===== config.mk =====
export PLATFORM = sky130hd
export DESIGN_NAME = dmaseq_top
export DESIGN_NICKNAME = d
export VERILOG_FILES = /design/src/core/dmaseq_top.v
export VERILOG_INCLUDE_DIRS = /design/src /design/src/core
export SDC_FILE = /design/constraint.sdc
export NUM_CORES = 1
export LEC_CHECK = 0
export BUFFER_PORTS_ARGS = -buffer_cell sky130_fd_sc_hd__buf_4
export CAP_MARGIN = 5
export CORE_ASPECT_RATIO = 1.1
export CORE_MARGIN = 2
export CORE_UTILIZATION = 31
export DETAILED_ROUTE_END_ITERATION = 10
export GPL_TIMING_DRIVEN = 0
export PLACE_DENSITY = 0.49
export SLEW_MARGIN = 15
export SYNTH_ARGS = -nofsm -noshare
export SYNTH_HDL_FRONTEND = slang
export SYNTH_SLANG_ARGS = --single-unit

===== constraint.sdc =====
create_clock -name pclk -period 6.6 [get_ports pclk]
set_input_delay 1.32 -clock pclk [delete_from_list [all_inputs] [get_ports pclk]]
set_output_delay 1.32 -clock pclk [all_outputs]
set_load 0.01 [all_outputs]

===== src/core/dmaseq_consts.vh =====
// Behaviour
// - software loads mode, count, address before starting
// - run after start; each peripheral request starts service
// - service order: bus, auction, transfer
// - request store flag held until transfer stage
// - bus idle: sync flag sets at once, halt request low
// - bus busy: sync flag sets on memory ack
// - daisy chain; priority held while input low
// - wait priority ripple time before transferring
// - auction after halt ack lead, memory ack trail
// - single controller mode skips ripple wait
// - win flag needs sync flag; clocked by ack edges
// - win flag blocks downstream, starts state counter
// - priority input high clears win, request stays pending
// - auction ends after auction interval timeout
// - after transfer decrement count, increment address
// - more transfers re-auction, else terminate
// - sequencer cleared by memory disable, not reset
// - normal at zero count, abnormal on error; flags
// - termination blocks requests, frees bus, raises interrupt
// - power fail finishes cycle, stops, sets flag
// - 16-bit loadable transfer counter
// - 16-bit loadable address counter
`ifndef DMASEQ_CONSTS_VH
`define DMASEQ_CONSTS_VH
`define DMASEQ_CTRL_OFS 8'h00
`define DMASEQ_COUNT_OFS 8'h04
`define DMASEQ_ADDR_OFS 8'h08
`define DMASEQ_STATUS_OFS 8'h0C
`define DMASEQ_CTRL_GO 0
`define DMASEQ_CTRL_DIR 1
`define DMASEQ_CTRL_BYTE 2
`define DMASEQ_CTRL_SINGLE 3
`define DMASEQ_CTRL_RST 4'h0
`define DMASEQ_ST_ACTIVE 0
`define DMASEQ_ST_DONE 1
`define DMASEQ_ST_ERR 2
`define DMASEQ_ST_PF 3
`define DMASEQ_ST_RQ 4
`define DMASEQ_ST_SYNC 5
`define DMASEQ_ST_WIN 6
`define DMASEQ_ST_STATE 8
`define DMASEQ_CLK_NS 50
`define DMASEQ_RIPPLE_NS 200
`define DMASEQ_RIPPLE_CYC ((`DMASEQ_RIPPLE_NS + `DMASEQ_CLK_NS - 1) / `DMASEQ_CLK_NS)
`endif


===== src/core/dmaseq_top.v =====
// The implementer's own choices: the APB slave port and the placing of the registers.
`timescale 1ns/100ps
`include "dmaseq_consts.vh"

module dmaseq_top #(
    parameter CW = 16,
    parameter AW = 16,
    parameter RIPPLE_CYC = `DMASEQ_RIPPLE_CYC
) (
    // clock and bus reset
    input wire pclk,
    input wire presetn,
    // apb slave
    input wire psel,
    input wire penable,
    input wire pwrite,
    input wire [7:0] paddr,
    input wire [31:0] pwdata,
    output reg [31:0] prdata,
    output reg pready,
    output reg pslverr,
    // power control
    input wire power_up_memory_disable_n,
    input wire power_fail_detect_n,
    // peripheral side
    input wire xfer_req,
    input wire xfer_error,
    output reg xfer_grant,
    // shared bus
    input wire halt_ack_n,
    input wire memory_ack_n,
    output reg halt_req_n,
    output reg mem_start_n,
    output reg mem_write,
    output reg mem_byte,
    output reg [AW-1:0] mem_addr,
    // priority chain
    input wire dma_priority_in_n,
    output reg dma_priority_out_n,
    // end of operation
    output reg end_of_operation_interrupt
);

    localparam [5:0] S_IDLE = 6'h01;
    localparam [5:0] S_ACQ = 6'h02;
    localparam [5:0] S_AUCT = 6'h04;
    localparam [5:0] S_XFER = 6'h08;
    localparam [5:0] S_POST = 6'h10;
    localparam [5:0] S_TERM = 6'h20;
    localparam [31:0] RIPPLE_LAST_W = RIPPLE_CYC - 1;
    localparam [2:0] TMR_LAST = RIPPLE_LAST_W[2:0];

    // mode register, bus reset domain
    reg [3:0] ctrl_r;
    // sequencer, power-up domain
    reg [5:0] st_r;
    reg rq_r;
    reg sync_r;
    reg win_r;
    reg [2:0] tmr_r;
    reg [CW-1:0] count_r;
    reg [AW-1:0] addr_r;
    reg active_r;
    reg fl_done_r;
    reg fl_err_r;
    reg fl_pf_r;
    reg halt_ack_n_q;
    reg memory_ack_n_q;

    wire setup = psel & ~penable;
    wire wr_acc = psel & penable & pwrite;
    wire go_p = wr_acc & (paddr == `DMASEQ_CTRL_OFS) & pwdata[`DMASEQ_CTRL_GO] & ~active_r;
    wire cnt_we = wr_acc & (paddr == `DMASEQ_COUNT_OFS) & ~active_r;
    wire adr_we = wr_acc & (paddr == `DMASEQ_ADDR_OFS) & ~active_r;
    wire halt_ack_n_lead = halt_ack_n_q & ~halt_ack_n;
    wire memory_ack_n_trail = ~memory_ack_n_q & memory_ack_n;
    wire pf = ~power_fail_detect_n;
    wire ripple_done = ctrl_r[`DMASEQ_CTRL_SINGLE] | (tmr_r == TMR_LAST);
    wire last_xfer = (count_r == {{(CW-1){1'b0}}, 1'b1});

    function [31:0] status_word;
        input [5:0] st;
        input [6:0] fl;
        begin
            status_word = {16'h0000, 2'b00, st, 1'b0, fl};
        end
    endfunction

    // apb register file
    always @(posedge pclk or negedge presetn) begin
        if (!presetn) begin
            ctrl_r <= `DMASEQ_CTRL_RST;
            prdata <= 32'h0000_0000;
            pready <= 1'b0;
            pslverr <= 1'b0;
        end else begin
            pready <= 1'b1;
            if (wr_acc && paddr == `DMASEQ_CTRL_OFS && !active_r) begin
                ctrl_r <= {pwdata[3:1], 1'b0};
            end
            if (setup) begin
                pslverr <= 1'b0;
                prdata <= 32'h0000_0000;
                if (paddr == `DMASEQ_CTRL_OFS) begin
                    prdata <= {28'h000_0000, ctrl_r[3:1], active_r};
                end else if (paddr == `DMASEQ_COUNT_OFS) begin
                    prdata <= {{(32-CW){1'b0}}, count_r};
                end else if (paddr == `DMASEQ_ADDR_OFS) begin
                    prdata <= {{(32-AW){1'b0}}, addr_r};
                end else if (paddr == `DMASEQ_STATUS_OFS) begin
                    prdata <= status_word(st_r,
                        {win_r, sync_r, rq_r, fl_pf_r, fl_err_r, fl_done_r, active_r});
                end else begin
                    pslverr <= 1'b1;
                end
            end
        end
    end

    // sequencer: cleared only at power-up, never by bus reset
    always @(posedge pclk or negedge power_up_memory_disable_n) begin
        if (!power_up_memory_disable_n) begin
            st_r <= S_IDLE;
            rq_r <= 1'b0;
            sync_r <= 1'b0;
            win_r <= 1'b0;
            tmr_r <= 3'h0;
            count_r <= {CW{1'b0}};
            addr_r <= {AW{1'b0}};
            active_r <= 1'b0;
            fl_done_r <= 1'b0;
            fl_err_r <= 1'b0;
            fl_pf_r <= 1'b0;
            halt_ack_n_q <= 1'b1;
            memory_ack_n_q <= 1'b1;
            halt_req_n <= 1'b1;
            mem_start_n <= 1'b1;
            mem_write <= 1'b0;
            mem_byte <= 1'b0;
            mem_addr <= {AW{1'b0}};
            xfer_grant <= 1'b0;
            dma_priority_out_n <= 1'b1;
            end_of_operation_interrupt <= 1'b0;
        end else begin
            halt_ack_n_q <= halt_ack_n;
            memory_ack_n_q <= memory_ack_n;
            xfer_grant <= 1'b0;
            halt_req_n <= ~sync_r;
            dma_priority_out_n <= win_r | dma_priority_in_n;
            if (cnt_we) begin
                count_r <= pwdata[CW-1:0];
            end
            if (adr_we) begin
                addr_r <= pwdata[AW-1:0];
            end
            if (xfer_req && active_r && !pf && st_r != S_TERM) begin
                rq_r <= 1'b1;
            end
            if (go_p) begin
                active_r <= 1'b1;
                fl_done_r <= 1'b0;
                fl_err_r <= 1'b0;
                fl_pf_r <= 1'b0;
                end_of_operation_interrupt <= 1'b0;
                rq_r <= 1'b0;
                st_r <= S_IDLE;
            end else begin
                case (st_r)
                    S_IDLE: begin
                        if (active_r) begin
                            if (xfer_error) begin
                                fl_err_r <= 1'b1;
                                st_r <= S_TERM;
                            end else if (pf) begin
                                fl_pf_r <= 1'b1;
                                st_r <= S_TERM;
                            end else if (count_r == {CW{1'b0}}) begin
                                fl_done_r <= 1'b1;
                                st_r <= S_TERM;
                            end else if (rq_r && halt_ack_n) begin
                                sync_r <= 1'b1;
                                st_r <= S_ACQ;
                            end else if (rq_r && memory_ack_n_trail) begin
                                sync_r <= 1'b1;
                                win_r <= 1'b1;
                                tmr_r <= 3'h0;
                                st_r <= S_AUCT;
                            end
                        end
                    end
                    S_ACQ: begin
                        if (pf) begin
                            fl_pf_r <= 1'b1;
                            st_r <= S_TERM;
                        end else if (halt_ack_n_lead || (!halt_ack_n && memory_ack_n_trail)) begin
                            win_r <= sync_r;
                            tmr_r <= 3'h0;
                            st_r <= S_AUCT;
                        end
                    end
                    S_AUCT: begin
                        if (dma_priority_in_n) begin
                            win_r <= 1'b0;
                            tmr_r <= 3'h0;
                            st_r <= S_ACQ;
                        end else if (ripple_done) begin
                            rq_r <= xfer_req;
                            mem_start_n <= 1'b0;
                            mem_addr <= addr_r;
                            mem_write <= ctrl_r[`DMASEQ_CTRL_DIR];
                            mem_byte <= ctrl_r[`DMASEQ_CTRL_BYTE];
                            st_r <= S_XFER;
                        end else begin
                            tmr_r <= tmr_r + 3'h1;
                        end
                    end
                    S_XFER: begin
                        if (!memory_ack_n) begin
                            mem_start_n <= 1'b1;
                            st_r <= S_POST;
                        end
                    end
                    S_POST: begin
                        if (memory_ack_n) begin
                            count_r <= count_r - {{(CW-1){1'b0}}, 1'b1};
                            addr_r <= addr_r + {{(AW-1){1'b0}}, 1'b1};
                            xfer_grant <= 1'b1;
                            win_r <= 1'b0;
                            tmr_r <= 3'h0;
                            if (xfer_error) begin
                                fl_err_r <= 1'b1;
                                st_r <= S_TERM;
                            end else if (last_xfer) begin
                                fl_done_r <= 1'b1;
                                st_r <= S_TERM;
                            end else if (pf) begin
                                fl_pf_r <= 1'b1;
                                st_r <= S_TERM;
                            end else if (rq_r) begin
                                win_r <= sync_r;
                                st_r <= S_AUCT;
                            end else begin
                                sync_r <= 1'b0;
                                st_r <= S_IDLE;
                            end
                        end
                    end
                    S_TERM: begin
                        sync_r <= 1'b0;
                        win_r <= 1'b0;
                        rq_r <= 1'b0;
                        active_r <= 1'b0;
                        end_of_operation_interrupt <= 1'b1;
                        st_r <= S_IDLE;
                    end
                    default: begin
                        st_r <= S_IDLE;
                    end
                endcase
            end
        end
    end

endmodule // dmaseq_top


==> impl_metrics.yaml <==
status:
  status: "complete, no violations"
final_layout:
  layout-drive-gt1-share_pct: 24.5
  final_common_cell: "buf_4"
  mostFrequentLayoutCells: "92 x buf_4, 88 x dfrtp_1, 62 x nor2_1"
  syn_to_final_growth_pct: 22.7
  storage_cell_area_um2: 2360
  num_antenna_cells: 0
  final_nets: 715
  multi_input_comb_area_um2: 2540
  fillCellCount: 1699
route:
  drt_wl_total_mm: 16.6
  ant_nets: 0
  wl_per_cell_um: 19.2
  route.vias.total: 4702
  drc_errors: 0
  firstDrtPassIters: 5
  first_iter_violations: 367
  post_drt_via_cell_ratio: 5.43
power_and_ir_drop:
  static-leakage-power_uw: 0.00283
  pwr_density_nw_per_um2: 259
  max-vdd-ir-drop_v: 0.000109
  power_uw: 1650
critical_path:
  data_arrival_time_of_the_critical_path_ps: 3730
  ff_to_ff_start: "st_r[4]"
  end_point_of_the_critical_path: "count_r[14]"
  worst-path-stages: 8
  path_cells: "buf_4, or4_1, clkbuf_2, or4_1, buf_2, a31oi_1, a21oi_1, o221a_1"
  worst_ep_required_time_ps: 6840
  worstSetupStartpoint: "paddr[5]"
  kind_of_launch_point_of_the_worst_setup_path: "input pin"
  timing.critical_path.slowest_stage_cell: "a31oi_1"
  r2r.worst_path.cells: 7
  critical_path.most_common_cell: "or4_1"
  stage_delay_of_the_slowest_cell_on_the_critical_path_ps: 610
  critPathKind: "in -> reg"
  cp_delay_by_family_top: "simple AND/OR/NAND/NOR gates"
  cp_num_buf_inv: 3
  path_max_fanout: 8
  worst_setup_path_end_kind: "flop"
  regToRegEndpoint: "st_r[1]"
  reg2reg_slack_ps: 3620
yosys:
  synth-edff-count: 0
  yosys-top-cells-area: "dfrtp_1 43%, mux2_2 5.4%, nor2_1 4.5%"
  ys_seq_area_share_pct: 45.6
  synth_cell_type_count: 69
  syn_inst: 558
  yosys_warnings: 0
  synth.cell_area_um2: 5180
  ys_seq_elements: 94
  synth.top_cell.area_share_pct: 42.5
  synth.largest_area_cell: "dfrtp_1"
  async_reset_ff_share_pct: 100
  syn-mean-instance-area_um2: 9.28
  most_instantiated_flip_flop_cell_in_the_synthesis_netlist: "dfrtp_1"
clock_tree:
  root_buffer: "clkbuf_16"
  clock_tree_from_tritoncts: "done"
  postCtsSetupBuffers: 0
  ctsLongestPathBuffers: 2
  holdBufCountCts: 0
  worstSkewPairLatency_ps: 360
  clock_sinks: 94
  cts_max_level: 3
  cts.repair.resized: 0
  cts_inserted_buffers: 9
  cts.clk_slew.worst_paths_ps: 70
grt:
  vias_in_the_first_global_route: 4821
  initial_antenna_violation_count: 0
  grt_first_pass_wirelength_mm: 26.9
  grt.total_usage_pct: 19.5
  overflow: 0
  maximum_number_of_pins_on_one_net_before_global_route_repair: 74
timing:
  rsz0062_at_grt: "false"
  total_of_endpoints_with_negative_setup_slack_in_the_final_report: 0
  post-route-period-util_pct: 53.0
  max_freq_ghz: 0.286
  slew_headroom_pct: 28.7
  clock_skew_ps: 9.57
  final_period_minus_worst_setup_slack_ps: 3490
  worst_slew_pin_tran_ps: 1060
  finalSetupTns_ps: 0
  timing_hold_violations_final: 0
  final.hold.worst_slack_ps: 486
  final-max-slew-violation-count: 0
floorplanning:
  ios: 109
  row_count: 49
  die_w_um: 127
  die_span_in_y_um: 140
  initial_utilization_pct: 31.6
  design.core.area_um2: 16400
  fp.dieArea_um2: 17800
placement:
  io_buffer_count: 74
  place_congestion: 0.884
  dp.final_hpwl_mm: 12.7
hold_path:
  min_path_type: "reg -> reg"
flow_run:
  drv_cap: 0
metal layers:
| metal | global-route usage (%) | vias to the layer above | routed length (um) |
|---|---|---|---|
| li1 | - | 2224 | - |
| met2 | 33.0 | 143 | 8220 |
| met5 | 0 | - | 0 |
| met3 | 3.42 | 25 | 757 |
| met1 | 25.3 | 2310 | 7300 |
| met4 | 6.25 | 0 | 330 |
how the worst min path moves through the flow:
stage,endpoint,cells after the start,startpoint
floorplan,halt_req_n,1,sync_r
global placement,mem_addr[3],2,mem_addr[3]
detailed placement,mem_start_n,2,mem_start_n
CTS,mem_start_n,2,mem_start_n
global route,halt_req_n,1,sync_r
finish,mem_start_n,2,mem_start_n
synth_stat cells (8+ instances only):
library cell / n
nor2_1: 62
a222oi_1: 12
clkbuf_1: 19
nand2_1: 41
inv_1: 18
a21oi_1: 42
a211oi_1: 10
nor4_1: 8
nand3_1: 12
dfrtp_1: 88
buf_4: 18
nor3_1: 15
o21ai_0: 44
mux2_2: 25
kinds of logic after synthesis:
kind of cell | share of synthesized area [%]
simple gates | 19.9
compound gates | 20.1
flops | 45.6
buf+inv | 6.55
mux | 6.23
fa+ha+maj | 1.21
other cells | 0.145
xor+xnor | 0.338
worst min-delay path: stages (launching register included):
cell	delay, ps
dfstp_2	370
nand2_1	40
o21ai_0	70
stage by stage:
step                      util, %  instances  setup slack [ps]  cell area (um2)
after floorplan                 -        573              3220             5240
after global placement       36.9        851              2760             6050
after detailed placement     36.9        851              2760             6050
after CTS                    38.8        866              3130             6350
after global routing         38.8        866              2970             6350
final                        38.8        866              3110             6350
power breakdown:
| group | switching, uW | leakage (uW) | internal [uW] | total [uW] |
|---|---|---|---|---|
| Sequential | 51.5 | 0.00120 | 627 | 678 |
| Clock | 230 | 0.000152 | 325 | 555 |
| Combinational | 245 | 0.00148 | 169 | 414 |
state kept, by name, indices dropped and copies added (netlist names), 3 cells and up:
| signal | flops |
|---|---|
| st_r | 6 |
| ctrl_r | 3 |
| tmr_r | 3 |
| count_r | 16 |
| addr_r | 16 |
| mem_addr | 16 |
| prdata | 16 |
layout make-up:
class | instances | share of cell area, %
Clock inverter | 2 | 0.610
Multi-Input combinational cell | 412 | 39.9
Buffer | 48 | 4.17
Inverter | 19 | 1.16
Timing Repair Buffer | 74 | 8.74
Sequential cell | 94 | 37.1
Tap cell | 204 | 4.02
Clock buffer | 13 | 4.25
No activity file was read; power rests on OpenSTA's default activity.
